File: src/core/sfp_consts.svh
// constants for the system configuration and flash protection block
`ifndef SFP_CONSTS_SVH
`define SFP_CONSTS_SVH

// register byte addresses
`define SFP_ADDR_CFG 24'hFFF910
`define SFP_ADDR_STAT 24'hFFF914
`define SFP_ADDR_PWE_LO 24'hFFF920
`define SFP_ADDR_PWE_HI 24'hFFF924
`define SFP_ADDR_DWE 24'hFFF928
`define SFP_ADDR_WREJ 24'hFFF92C

// clock_output_config fields and reset value
`define SFP_CFG_IOZONE 0
`define SFP_CFG_PLLOE 1
`define SFP_CFG_MAINOE 2
`define SFP_CFG_SLOWOE 3
`define SFP_CFG_USBEN 4
`define SFP_CFG_MISCSLW 5
`define SFP_CFG_MEMSLW 6
`define SFP_CFG_RESET 8'h10
`define SFP_CFG_WMASK 8'h7F

// device_status fields
`define SFP_STAT_ANYBUSY 3
`define SFP_STAT_DATABUSY 4

// section enable reset value and reject record clear bit
`define SFP_WE_RESET 16'h0000
`define SFP_WREJ_CLEAR 0

// flash areas
`define SFP_BOOT_LIMIT 24'h001C00
`define SFP_PROG_TOP 24'h03FFFF
`define SFP_DATA_BASE 24'h0E0000
`define SFP_DATA_TOP 24'h0E1FFF
`define SFP_PROG_SEC_LSB 13
`define SFP_DATA_SEC_LSB 9
`define SFP_BLOCK_SEL_BIT 17

`endif

File: src/core/sfp_pkg.sv
// types and shared functions of the configuration and protection block
package sfp_pkg;
   typedef logic [23:0] sfp_addr_t;
   typedef logic [15:0] sfp_data_t;
   typedef logic [2:0] sfp_vote_t;
   // which register a bus address selects
   typedef enum logic [2:0] {
      SFP_SEL_NONE, SFP_SEL_CFG, SFP_SEL_STAT, SFP_SEL_PWE_LO,
      SFP_SEL_PWE_HI, SFP_SEL_DWE, SFP_SEL_WREJ
   } sfp_sel_e;

   // lock is on when at least two of three stored bits are clear
   function automatic logic sfp_lock_vote(input sfp_vote_t bits);
      sfp_lock_vote = (~bits[0] & ~bits[1]) | (~bits[0] & ~bits[2]) |
         (~bits[1] & ~bits[2]);
   endfunction : sfp_lock_vote
endpackage : sfp_pkg

File: src/core/sfp_top.sv
// system configuration, status and flash protection register bank
//
// Overview of operation
// read/write configuration byte at FFF910
// read-only status byte at FFF914
// configuration kept through all power modes
// software writes configuration in active mode
// bit 0 enables io zone bus
// bit 1 drives pll clock pin
// bit 2 drives main clock pin
// bit 3 drives slow clock pin
// bit 4 low forces usb transceiver down
// bit 5 slows misc output slew
// bit 6 slows memory output slew
// status 2:0 hold environment pins from reset
// status 3 mirrors program flash busy
// software waits while any flash busy
// status 4 mirrors data flash busy
// software polls pipeline full when data busy
// boot area always refuses cpu writes
// writes need section enable, no global lock
// 8k program and 512 byte data sections
// section enables cleared at reset
// software clears enables after programming
// write lock on two of three clear
// read lock blocks external reads only
`timescale 1ns/1ps
`default_nettype none
`include "sfp_consts.svh"
module sfp_top (
   input wire logic i_mclk,
   input wire logic i_sys_rst,
   // register port
   input wire sfp_pkg::sfp_addr_t i_reg_addr,
   input wire sfp_pkg::sfp_data_t i_reg_wdata,
   input wire logic i_reg_wr,
   input wire logic i_reg_rd,
   output sfp_pkg::sfp_data_t o_reg_rdata,
   // environment pins, three signals each
   input wire logic [2:0] i_env_pin_in,
   output logic [2:0] o_env_pin_out,
   output logic [2:0] o_env_pin_oe_n,
   // clocks forwarded onto the pins
   input wire logic i_pll_clk,
   input wire logic i_main_clk,
   input wire logic i_slow_clk,
   // pad and system controls
   output logic o_io_zone_bus_on,
   output logic o_usb_xcvr_lowpower,
   output logic o_misc_io_slow,
   output logic o_mem_io_slow,
   input wire logic i_usb_ctrl_active,
   input wire logic i_func_word_usb_en,
   // flash busy flags
   input wire logic i_prog_flash_busy,
   input wire logic i_data_flash_busy,
   // protection word fields
   input wire sfp_pkg::sfp_vote_t i_write_lock_bits,
   input wire sfp_pkg::sfp_vote_t i_read_lock_bits,
   input wire sfp_pkg::sfp_addr_t i_boot_region_end,
   // cpu flash write check
   input wire logic i_cpu_flash_wr,
   input wire sfp_pkg::sfp_addr_t i_cpu_flash_addr,
   output logic o_flash_wr_grant,
   output logic o_flash_wr_reject,
   // external debugger or programmer read gate, and the global write lock level
   output logic o_global_read_lock,
   output logic o_global_write_lock
);
   import sfp_pkg::*;

   // stored state
   // straps and protection fields reload on every reset edge
   logic [7:0] clock_output_config;
   logic [2:0] sampled_env_pins;
   logic [15:0] prog_sections_we_low;
   logic [15:0] prog_sections_we_high;
   logic [15:0] data_sections_we;
   logic write_reject_seen;
   sfp_addr_t boot_region_end;
   logic global_write_lock;
   logic global_read_lock;
   logic [2:0] env_sync;
   logic wr_allow;

   // decoded access
   sfp_sel_e sel;
   wire wr_cfg;
   wire wr_pwe_lo;
   wire wr_pwe_hi;
   wire wr_dwe;
   wire wr_wrej;
   wire [7:0] device_status;
   wire any_flash_busy;
   wire data_flash_busy;
   wire [7:0] next_cfg;
   wire next_reject_seen;
   wire sfp_addr_t boot_clamped;
   sfp_data_t next_rdata;
   wire next_grant;
   wire next_reject;
   wire reject_clear;
   wire usb_wanted;
   wire cfg_io_zone;
   wire cfg_pll_drive;
   wire cfg_main_drive;
   wire cfg_slow_drive;
   wire cfg_usb_allow;
   wire cfg_misc_slow;
   wire cfg_mem_slow;

   // environment pins come from outside the clock domain
   // the synchroniser is never reset, so straps keep flowing while reset
   // is held and the last reset edge sees settled pin levels
   sfp_sync #(
      .WIDTH(3)
   ) u_env_sync (
      .i_mclk(i_mclk),
      .i_sys_rst(1'h0),
      .i_async(i_env_pin_in),
      .o_sync(env_sync)
   );

   // flash write permission
   // the guard is plain logic, its verdict is registered further down
   sfp_write_guard u_guard (
      .i_addr(i_cpu_flash_addr),
      .i_boot_end(boot_region_end),
      .i_prog_we_low(prog_sections_we_low),
      .i_prog_we_high(prog_sections_we_high),
      .i_data_we(data_sections_we),
      .i_write_locked(global_write_lock),
      .o_allow(wr_allow)
   );

   // address decode
   // unmapped addresses select nothing: writes vanish, reads give zero
   always_comb begin
      case (i_reg_addr)
         `SFP_ADDR_CFG: begin
            sel = SFP_SEL_CFG;
         end
         `SFP_ADDR_STAT: begin
            sel = SFP_SEL_STAT;
         end
         `SFP_ADDR_PWE_LO: begin
            sel = SFP_SEL_PWE_LO;
         end
         `SFP_ADDR_PWE_HI: begin
            sel = SFP_SEL_PWE_HI;
         end
         `SFP_ADDR_DWE: begin
            sel = SFP_SEL_DWE;
         end
         `SFP_ADDR_WREJ: begin
            sel = SFP_SEL_WREJ;
         end
         default: begin
            sel = SFP_SEL_NONE;
         end
      endcase
   end

   // the status address has no write strobe at all
   // writable config
   assign wr_cfg = i_reg_wr && (sel == SFP_SEL_CFG);
   assign wr_pwe_lo = i_reg_wr && (sel == SFP_SEL_PWE_LO);
   assign wr_pwe_hi = i_reg_wr && (sel == SFP_SEL_PWE_HI);
   assign wr_dwe = i_reg_wr && (sel == SFP_SEL_DWE);
   assign wr_wrej = i_reg_wr && (sel == SFP_SEL_WREJ);
   // reserved top bit never stores
   assign next_cfg = i_reg_wdata[7:0] & `SFP_CFG_WMASK;

   // configuration fields by name
   assign cfg_io_zone = clock_output_config[`SFP_CFG_IOZONE];
   assign cfg_pll_drive = clock_output_config[`SFP_CFG_PLLOE];
   assign cfg_main_drive = clock_output_config[`SFP_CFG_MAINOE];
   assign cfg_slow_drive = clock_output_config[`SFP_CFG_SLOWOE];
   assign cfg_usb_allow = clock_output_config[`SFP_CFG_USBEN];
   assign cfg_misc_slow = clock_output_config[`SFP_CFG_MISCSLW];
   assign cfg_mem_slow = clock_output_config[`SFP_CFG_MEMSLW];

   // config register, no power mode input touches it
   // keeping writes out of low-power modes is left to software
   always_ff @(posedge i_mclk) begin
      if (i_sys_rst) begin
         clock_output_config <= `SFP_CFG_RESET;
      end else if (wr_cfg) begin
         clock_output_config <= next_cfg;
      end
   end

   // section write enables, cleared by reset
   // a section takes cpu writes only after software sets its bit
   always_ff @(posedge i_mclk) begin
      if (i_sys_rst) begin
         prog_sections_we_low <= `SFP_WE_RESET;
      end else if (wr_pwe_lo) begin
         prog_sections_we_low <= i_reg_wdata;
      end
   end

   // upper program block enables
   always_ff @(posedge i_mclk) begin
      if (i_sys_rst) begin
         prog_sections_we_high <= `SFP_WE_RESET;
      end else if (wr_pwe_hi) begin
         prog_sections_we_high <= i_reg_wdata;
      end
   end

   // data flash enables
   always_ff @(posedge i_mclk) begin
      if (i_sys_rst) begin
         data_sections_we <= `SFP_WE_RESET;
      end else if (wr_dwe) begin
         data_sections_we <= i_reg_wdata;
      end
   end

   // environment pins caught while reset is held
   // every reset edge captures, the last one before release stays
   always_ff @(posedge i_mclk) begin
      if (i_sys_rst) begin
         sampled_env_pins <= env_sync;
      end
   end

   // boot end clamped to the largest allowed area
   // a larger end would pull part of the code area into the boot area
   assign boot_clamped = (i_boot_region_end > `SFP_BOOT_LIMIT) ?
      `SFP_BOOT_LIMIT : i_boot_region_end;

   // protection word fields take effect at reset only
   // a rewritten protection word only counts after the next reset
   always_ff @(posedge i_mclk) begin
      if (i_sys_rst) begin
         boot_region_end <= boot_clamped;
         global_write_lock <= sfp_lock_vote(i_write_lock_bits);
         global_read_lock <= sfp_lock_vote(i_read_lock_bits);
      end
   end

   // busy mirrors
   // the flash interfaces share this clock, so no synchroniser is needed
   assign any_flash_busy = i_prog_flash_busy;
   assign data_flash_busy = i_data_flash_busy;

   // status assembled from live state, no write path
   assign device_status = {3'h0, data_flash_busy, any_flash_busy,
      sampled_env_pins};

   // flash write verdict, one cycle after the request
   assign next_grant = i_cpu_flash_wr && wr_allow;
   assign next_reject = i_cpu_flash_wr && !wr_allow;
   // exactly one pulse per request, none while idle
   always_ff @(posedge i_mclk) begin
      if (i_sys_rst) begin
         o_flash_wr_grant <= 1'h0;
         o_flash_wr_reject <= 1'h0;
      end else begin
         o_flash_wr_grant <= next_grant;
         o_flash_wr_reject <= next_reject;
      end
   end

   // software clears the record by writing one to its bit
   assign reject_clear = wr_wrej && i_reg_wdata[`SFP_WREJ_CLEAR];
   // sticky record of a refused write, a new refusal beats the clear
   assign next_reject_seen = (o_flash_wr_reject) ? 1'h1 :
      (reject_clear) ? 1'h0 : write_reject_seen;

   always_ff @(posedge i_mclk) begin
      if (i_sys_rst) begin
         write_reject_seen <= 1'h0;
      end else begin
         write_reject_seen <= next_reject_seen;
      end
   end

   // read data selection
   always_comb begin
      case (sel)
         SFP_SEL_CFG: begin
            next_rdata = {8'h00, clock_output_config};
         end
         SFP_SEL_STAT: begin
            next_rdata = {8'h00, device_status};
         end
         SFP_SEL_PWE_LO: begin
            next_rdata = prog_sections_we_low;
         end
         SFP_SEL_PWE_HI: begin
            next_rdata = prog_sections_we_high;
         end
         SFP_SEL_DWE: begin
            next_rdata = data_sections_we;
         end
         SFP_SEL_WREJ: begin
            next_rdata = {15'h0000, write_reject_seen};
         end
         default: begin
            next_rdata = 16'h0000;
         end
      endcase
   end

   // read data stands only in the cycle after the strobe
   // zero outside the answer cycle, so read sources can be or-ed
   always_ff @(posedge i_mclk) begin
      if (i_sys_rst) begin
         o_reg_rdata <= 16'h0000;
      end else if (i_reg_rd) begin
         o_reg_rdata <= next_rdata;
      end else begin
         o_reg_rdata <= 16'h0000;
      end
   end

   // clock forwarding onto the environment pins
   // clocks pass straight through, the enables alone decide what shows
   assign o_env_pin_out[0] = i_pll_clk;
   assign o_env_pin_out[1] = i_main_clk;
   assign o_env_pin_out[2] = i_slow_clk;
   // enables are low while driving, pins float otherwise
   assign o_env_pin_oe_n[0] = ~cfg_pll_drive;
   assign o_env_pin_oe_n[1] = ~cfg_main_drive;
   assign o_env_pin_oe_n[2] = ~cfg_slow_drive;

   // io zone external bus
   assign o_io_zone_bus_on = cfg_io_zone;
   // transceiver wanted by controller and function word together
   assign usb_wanted = i_usb_ctrl_active && i_func_word_usb_en;
   // a cleared enable bit forces low power whatever the rest says
   assign o_usb_xcvr_lowpower = !cfg_usb_allow || !usb_wanted;
   // slew selects
   assign o_misc_io_slow = cfg_misc_slow;
   assign o_mem_io_slow = cfg_mem_slow;

   // read lock gates external reads only, cpu reads untouched
   assign o_global_read_lock = global_read_lock;
   // write lock level goes out to the flash controller too
   assign o_global_write_lock = global_write_lock;
endmodule : sfp_top
`default_nettype wire

File: src/core/sfp_sync.sv
// two flip-flop synchroniser for pin inputs
`timescale 1ns/1ps
`default_nettype none
module sfp_sync #(
   parameter int WIDTH = 3
) (
   input wire logic i_mclk,
   input wire logic i_sys_rst,
   input wire logic [WIDTH-1:0] i_async,
   output logic [WIDTH-1:0] o_sync
);
   logic [WIDTH-1:0] stage1;

   // first stage feeds only the second
   always_ff @(posedge i_mclk) begin
      if (i_sys_rst) begin
         stage1 <= '0;
         o_sync <= '0;
      end else begin
         stage1 <= i_async;
         o_sync <= stage1;
      end
   end
endmodule : sfp_sync
`default_nettype wire

File: src/core/sfp_write_guard.sv
// decides whether a cpu write to flash may proceed
`timescale 1ns/1ps
`default_nettype none
`include "sfp_consts.svh"
module sfp_write_guard (
   input wire sfp_pkg::sfp_addr_t i_addr,
   input wire sfp_pkg::sfp_addr_t i_boot_end,
   input wire logic [15:0] i_prog_we_low,
   input wire logic [15:0] i_prog_we_high,
   input wire logic [15:0] i_data_we,
   input wire logic i_write_locked,
   output logic o_allow
);
   import sfp_pkg::*;
   wire in_boot;
   wire in_code;
   wire in_data;
   wire [3:0] prog_idx;
   wire [3:0] data_idx;
   wire prog_bit;
   wire data_bit;

   // boot area
   assign in_boot = (i_addr < i_boot_end);
   assign in_code = !in_boot && (i_addr <= `SFP_PROG_TOP);
   assign in_data = (i_addr >= `SFP_DATA_BASE) && (i_addr <= `SFP_DATA_TOP);
   // section index
   assign prog_idx = i_addr[`SFP_PROG_SEC_LSB +: 4];
   assign data_idx = i_addr[`SFP_DATA_SEC_LSB +: 4];
   assign prog_bit = i_addr[`SFP_BLOCK_SEL_BIT] ? i_prog_we_high[prog_idx]
      : i_prog_we_low[prog_idx];
   assign data_bit = i_data_we[data_idx];
   // section enable and global lock
   assign o_allow = !i_write_locked &&
      ((in_code && prog_bit) || (in_data && data_bit));
endmodule : sfp_write_guard
`default_nettype wire

File: config.mk
export PLATFORM = sky130hd
export DESIGN_NAME = sfp_top
export DESIGN_NICKNAME = d
export VERILOG_FILES = /design/src/core/sfp_pkg.sv /design/src/core/sfp_top.sv /design/src/core/sfp_sync.sv /design/src/core/sfp_write_guard.sv
export VERILOG_INCLUDE_DIRS = /design/src /design/src/core
export SDC_FILE = /design/constraint.sdc
export NUM_CORES = 1
export LEC_CHECK = 0
export ABC_AREA = 1
export BUFFER_PORTS_ARGS = -buffer_cell sky130_fd_sc_hd__buf_2
export CELL_PAD_IN_SITES_DETAIL_PLACEMENT = 0
export CELL_PAD_IN_SITES_GLOBAL_PLACEMENT = 2
export CORE_MARGIN = 2
export CORE_UTILIZATION = 33
export CTS_BUF_LIST = sky130_fd_sc_hd__clkbuf_4 sky130_fd_sc_hd__clkbuf_8
export CTS_CLUSTER_DIAMETER = 120
export DETAILED_ROUTE_END_ITERATION = 10
export GPL_TIMING_DRIVEN = 0
export PLACE_DENSITY_LB_ADDON = 0.3
export SKIP_LAST_GASP = 1
export SYNTH_ARGS = -nofsm -noshare
export SYNTH_HDL_FRONTEND = slang
export SYNTH_HIERARCHICAL = 1
export SYNTH_SLANG_ARGS = --single-unit
File: constraint.sdc
create_clock -name i_mclk -period 2.4 [get_ports i_mclk]
set_input_delay 0.48 -clock i_mclk [delete_from_list [all_inputs] [get_ports i_mclk]]
set_output_delay 0.48 -clock i_mclk [all_outputs]
set_load 0.01 [all_outputs]
**Word-level counts from Yosys, hierarchy flattened**

Cells that the tools add are included.

- $add $sub $neg: 0
- Multipliers: 0
- Divide/modulo/power cells: 0
- Order comparisons: 7
- Equality and inequality tests: 12
- Shifts and indexed selects: 0
- Muxes and demuxes: 11
- Bitwise operators: 20
- Reduce and logical (&&, ||, !) cells: 23

Operators with widths:

| cell | count |
|---|---|
| == test 24 bit (second input constant) | 6 |
| one-hot mux 16 bit (6 select lines) | 1 |
| greater-or-equal comparator 24 x 20 -> 1 bit (second input constant) | 1 |
| > comparator 24 x 13 -> 1 bit (second input constant) | 1 |
| <= comparator 24 x 18 -> 1 bit (second input constant) | 1 |
| <= comparator 24 x 20 -> 1 bit (second input constant) | 1 |
| less-than comparator 24 bit | 1 |
| one-hot mux 3 bit (6 select lines) | 1 |
| logical AND 1 bit | 14 |
| binary-select mux 1 bit (select 4 bit) | 3 |
| less-than comparator 4 x 5 -> 1 bit (second input constant) | 2 |
| NOT 1 bit | 10 |
| == test 3 bit (second input constant) | 3 |
| bitwise AND 1 bit | 6 |
| == test 3 x 2 -> 1 bit (second input constant) | 2 |
| two-way mux 1 bit | 6 |
| zero test 1 bit | 5 |
| bitwise OR 1 bit | 4 |
| == test 3 x 1 -> 1 bit (second input constant) | 1 |
| logical OR 1 bit | 2 |
| nonzero test 2 bit | 1 |
| OR reduction 2 bit | 1 |

- Register bits: 109
- Bits in latches: 0
- Memory bits (writable): 0
- Bits in read-only memories: 0
- Input bits: 109
- Output and inout port bits: 30
- Logic and storage cells: 87
- Memories kept: 0

**Depth between registers and ports, before layout**

- Depth after elaboration: 8
- Gate-level depth with buffers: 16
- Mapped depth without buffers: 16

**Hierarchy**

Netlist, hierarchy kept.

Modules (own cells, without submodules):

| module | instances | cells an instance | area an instance (um^2) | seq. area each (um^2) |
|---|---|---|---|---|
| sfp_top | 1 | 512 | 4319.1 | 2352.3 |
| sfp_write_guard | 1 | 230 | 1208.7 | 0.0 |
| sfp_sync | 1 | 18 | 165.2 | 120.1 |

**Worst setup path before layout**

No wires, ideal clock.

- Path type: input port to flip-flop
- Start: in i_reg_addr[17]
- End: reg prog_sections_we_low[10]
- Library setup time: 0.118 ns
- Arrival: 1.580 ns
- Required time: 2.282 ns
- Setup slack: 0.702 ns
- Stages: 10
- Buffers on the path: 1
- Path through: nand2_1 > nor2_1 > nand2_2 > nor2_8 > o21ai_2 > nor2_4 > nand2_4 > buf_6 > o21ai_1 > a21oi_2

- Cells in the longest elaborated chain, start to end: 4
- Elaborated cells on any way between the ends: 9
- Classes of those cells: eq/ne: 7; mux: 1; reduce/logical: 1

RTL lines:

| item | RTL line | text |
|---|---|---|
| from (decl) | sfp_top.sv:34 | `input wire sfp_pkg::sfp_addr_t i_reg_addr,` |
| == test 24 bit | sfp_top.sv:139 | `case (i_reg_addr)` |
| one-hot mux 3 bit (6 select lines) * | sfp_top.sv:139 |  |
| == test 3 x 2 -> 1 bit * | sfp_top.sv:167 | `assign wr_pwe_lo = i_reg_wr && (sel == SFP_SEL_PWE_LO);` |
| logical AND 1 bit * | sfp_top.sv:167 |  |
| to (signal assigned) | sfp_top.sv:197 | `` prog_sections_we_low <= `SFP_WE_RESET; `` |
| to (signal assigned) | sfp_top.sv:199 | `prog_sections_we_low <= i_reg_wdata;` |
| to (decl) | sfp_top.sv:76 | `logic [15:0] prog_sections_we_low;` |

Every way passes the cells marked *; elsewhere a longest branch is shown, timed or not.
A chain may end at the register's enable or synchronous reset.

**Worst setup path after layout**

- Start: reg boot_region_end[23]
- End: reg o_flash_wr_grant

- Cells in the longest elaborated chain, start to end: 7

RTL lines:

| item | RTL line | text |
|---|---|---|
| from (decl) | sfp_top.sv:80 | `sfp_addr_t boot_region_end;` |
| from (signal assigned) | sfp_top.sv:238 | `boot_region_end <= boot_clamped;` |
| less-than comparator 24 bit | sfp_write_guard.sv:24 | `assign in_boot = (i_addr < i_boot_end);` |
| zero test 1 bit | sfp_write_guard.sv:25 | `` assign in_code = !in_boot && (i_addr <= `SFP_PROG_TOP); `` |
| logical AND 1 bit | sfp_write_guard.sv:25 |  |
| logical AND 1 bit | sfp_write_guard.sv:35 | `((in_code && prog_bit) \|\| (in_data && data_bit));` |
| logical OR 1 bit | sfp_write_guard.sv:35 |  |
| logical AND 1 bit | sfp_write_guard.sv:34 | `assign o_allow = !i_write_locked &&` |
| via wr_allow | sfp_top.sv:84 | `logic wr_allow;` |
| logical AND 1 bit | sfp_top.sv:254 | `assign next_grant = i_cpu_flash_wr && wr_allow;` |
| to (signal assigned) | sfp_top.sv:262 | `o_flash_wr_grant <= next_grant;` |
| to (decl) | sfp_top.sv:64 | `output logic o_flash_wr_grant,` |

The timed path passes the listed nets, and every way through them passes these cells.

==> impl_metrics.tcl <==
set metrics [dict create \
    initial_utilization_pct 33.4 \
    tightest_slew_ns 0.847 \
    crit_slowest_cell "edfxtp_1" \
    remaining_drc_errors 0 \
    grt_pass1_wl_um 26100 \
    setup_viol 0 \
    synth-main-ff-cell "dfxtp_1" \
    path_cells "inv_1, ha_1, nand2_1, nor2_1, nand3_1, nor2_1, nand2_1, nand2_1, nand2_1, nor2_1, nor2_1, nor2_1, nand2_1, nor2_1" \
    clkTransAtPathRegs_ns 0.10 \
    syn2layout_area_growth_pct 20.9 \
    min_delay_path_depth 3 \
    crit_top_cell "nor2_1" \
    tns_ns 0 \
    grt_pass1_vias 4811 \
    worstSkewPairLatency_ns 0.40 \
    ant_nets 0 \
    crit_type "flop to flop" \
    track_usage_pct 18.7 \
    cts_setup_buffers 0 \
    cts_root_buffer "clkbuf_8" \
    vias 5237 \
    synth_edf_count 29 \
    whs_endpoint "u_env_sync/stage1[2]$_SDFF_PP0_" \
    antenna_found_initial 0 \
    numCtsBuffers 9 \
    leakage_nw 3.18 \
    antenna_cells 0 \
    status "finished clean" \
    dieWidth_um 135 \
    syn_area_um2 5690 \
    wl_per_cell_um 14.5 \
    synthCells 760 \
    timing.slew.headroom_pct 43.5 \
    fmax_mhz 490 \
    drive_gt1_share_pct 21.5 \
    hold_buffers 0 \
    async_flop_share_pct 0 \
    slew_viol_final 0 \
    drtIter0Drc 321 \
    yosys_warnings 6 \
    first_pass_iters 5 \
    synth_seq_cells 109 \
    dpl.hpwl_um 13100 \
    routabilityCongestion 0.808 \
    syn_area_per_cell_um2 7.49 \
    ys_seq_area_share_pct 43.4 \
    hp-start "i_env_pin_in[2]" \
    io_buffers 135 \
    maxCapViolations 0 \
    vdd.ir_drop.worst_uv 242 \
    dieArea_um2 18300 \
    path_max_fanout 2 \
    hold_viol_final 0 \
    clockBufferDepth 2 \
    cts.sinks 109 \
    layout_commonest_cell "inv_1" \
    layout_min_cycle_time_ns 2.04 \
    power_density_nw_per_um2 494 \
    startpoint_type "flop" \
    fp.coreArea_um2 17100 \
    fin_util_pct 40.3 \
    grt_max_degree 35 \
    die_h_um 135 \
    cts_tree "built" \
    hold_path_class "primary input to flop" \
    cp.arrival_ns 2.36 \
    viasPerCell 4.55 \
    reg2reg_slack_ns 0.36 \
    grt_overflow 0 \
    h-tree-depth 3 \
    nNetsFinal 1054 \
    cp_slowest_stage_delay_ns 0.35 \
    io_pins 139 \
    routed_wl_um 16600 \
    synth.distinct_cells 40 \
    fin_skew_ns 0.0160 \
    finalCritPeriodShare_pct 85.1 \
    r2r_cells 14 \
    r2r_start "boot_region_end[23]$_SDFFCE_PN0P_" \
    r2r_end "o_flash_wr_grant$_SDFF_PP0_" \
    critPathCaptureType "flop" \
    rsz0062_at_grt "false" \
    crit_required_ns 2.72 \
    rows 48 \
    final_cell_mix "145 x inv_1, 138 x buf_2, 132 x nand2_1, 80 x dfxtp_1, 65 x a21oi_1" \
]
[critical path, delay by kind of cell, from the launching register on]
family | cells | cell delay, ns
AND/OR/NAND/NOR | 12 | 1.30
buffers and inverters | 1 | 0.04
flip-flops | 1 | 0.35
adder cells (fa/ha/maj) | 1 | 0.28
[registers in the layout, summed over array words and instances (netlist names)]
register,count
boot_region_end,24
clock_output_config,7
data_sections_we,16
o_flash_wr_grant,1
o_flash_wr_reject,1
o_global_read_lock,1
o_global_write_lock,1
o_reg_rdata,16
prog_sections_we_high,16
prog_sections_we_low,16
sampled_env_pins,3
u_env_sync/o_sync,3
u_env_sync/stage1,3
write_reject_seen,1
[cells by family (layout without fill, tap and decap cells)]
logic type	after synthesis	count (layout)	share of synthesized area (%)
adder cells (fa/ha/maj)	23	23	5.06
other	1	17	0.0659
AND/OR/NAND/NOR	285	285	22.2
flip-flops	109	109	43.4
buffers and inverters	178	328	13.2
AO/OA/AOI/OAI	164	164	16.1
[metrics by stage]
step           hold WS (ns)  total power, W  area (µm²)  instances  setup WS, ns
6_report              0.281         0.00340        6880       1151         0.358
5_1_grt               0.274         0.00357        6880       1151         0.137
4_1_cts               0.265         0.00344        6880       1151         0.147
3_5_place_dp          0.395         0.00238        6710       1136        -0.277
3_3_place_gp          0.387         0.00238        6710       1136        -0.322
2_1_floorplan         0.386         0.00218        5750        776         0.702
[cell usage after synthesis, types with 2 or more instances]
| library cell | instances | area share (%) |
|---|---|---|
| inv_1 | 145 | 9.6 |
| nand2_1 | 132 | 8.7 |
| dfxtp_1 | 80 | 28 |
| a21oi_1 | 65 | 5.7 |
| nor2_1 | 61 | 4.0 |
| nand3_1 | 47 | 4.1 |
| o21ai_0 | 47 | 4.1 |
| edfxtp_1 | 29 | 15 |
| ha_1 | 23 | 5.1 |
| o21ai_1 | 16 | 1.4 |
| o22ai_1 | 16 | 1.8 |
| nand4_1 | 14 | 1.5 |
| clkbuf_1 | 12 | 0.79 |
| nand2_2 | 9 | 0.99 |
| a21oi_2 | 8 | 1.2 |
| nor3_1 | 7 | 0.62 |
| buf_6 | 5 | 0.99 |
| buf_2 | 4 | 0.35 |
| buf_4 | 4 | 0.53 |
| inv_2 | 4 | 0.26 |
| nor2_2 | 4 | 0.44 |
| a211oi_1 | 3 | 0.40 |
| nor4_1 | 3 | 0.33 |
| a21o_1 | 2 | 0.26 |
| and2_1 | 2 | 0.22 |
| clkinv_1 | 2 | 0.13 |
| o21ai_2 | 2 | 0.31 |
| o21bai_1 | 2 | 0.26 |
[per-layer routing]
| layer | vias up | share of wire [%] | track usage [%] |
|---|---|---|---|
| li1 | 2758 | - | - |
| met2 | 141 | 44 | 27.8 |
| met4 | 0 | 1.5 | 5.96 |
| met5 | - | 0 | 0 |
| met3 | 16 | 5.6 | 3.22 |
| met1 | 2322 | 49 | 27.6 |
[timing repair]
item                       4_1_cts  5_1_grt
resized for setup                0        1
hold endpoints to repair         0        0
setup endpoints to repair        0        2
[worst max path at each step]
stage               slack [ns]                               from                                     to  depth (start not counted)
floorplan                 0.70                     i_reg_addr[17]  prog_sections_we_low[10]$_SDFFE_PP0P_                         10
global placement         -0.32                          i_sys_rst             o_reg_rdata[10]$_SDFF_PP0_                          8
detailed placement       -0.28                          i_sys_rst             o_reg_rdata[10]$_SDFF_PP0_                          8
CTS                       0.15                          i_sys_rst             o_reg_rdata[10]$_SDFF_PP0_                          8
global route              0.14  boot_region_end[23]$_SDFFCE_PN0P_            o_flash_wr_grant$_SDFF_PP0_                         14
finish                    0.36  boot_region_end[23]$_SDFFCE_PN0P_            o_flash_wr_grant$_SDFF_PP0_                         14
[layout make-up]
| class | instances | area (µm²) |
|---|---|---|
| fillers | 1869 | 10200 |
| multi-input cells | 489 | 2530 |
| flip-flops and latches | 109 | 2470 |
| repair buffers | 135 | 678 |
| inverters | 152 | 578 |
| well taps | 225 | 282 |
| plain buffers | 26 | 171 |
| clock buffers | 11 | 145 |
| clock inverters | 4 | 23.8 |
[report_power, final]
group,internal [W],switching (W)
Combinational,0.000164,0.000235
Sequential,0.00192,0.00000985
Clock,0.000412,0.000654
No activity file was read; power rests on OpenSTA's default activity.
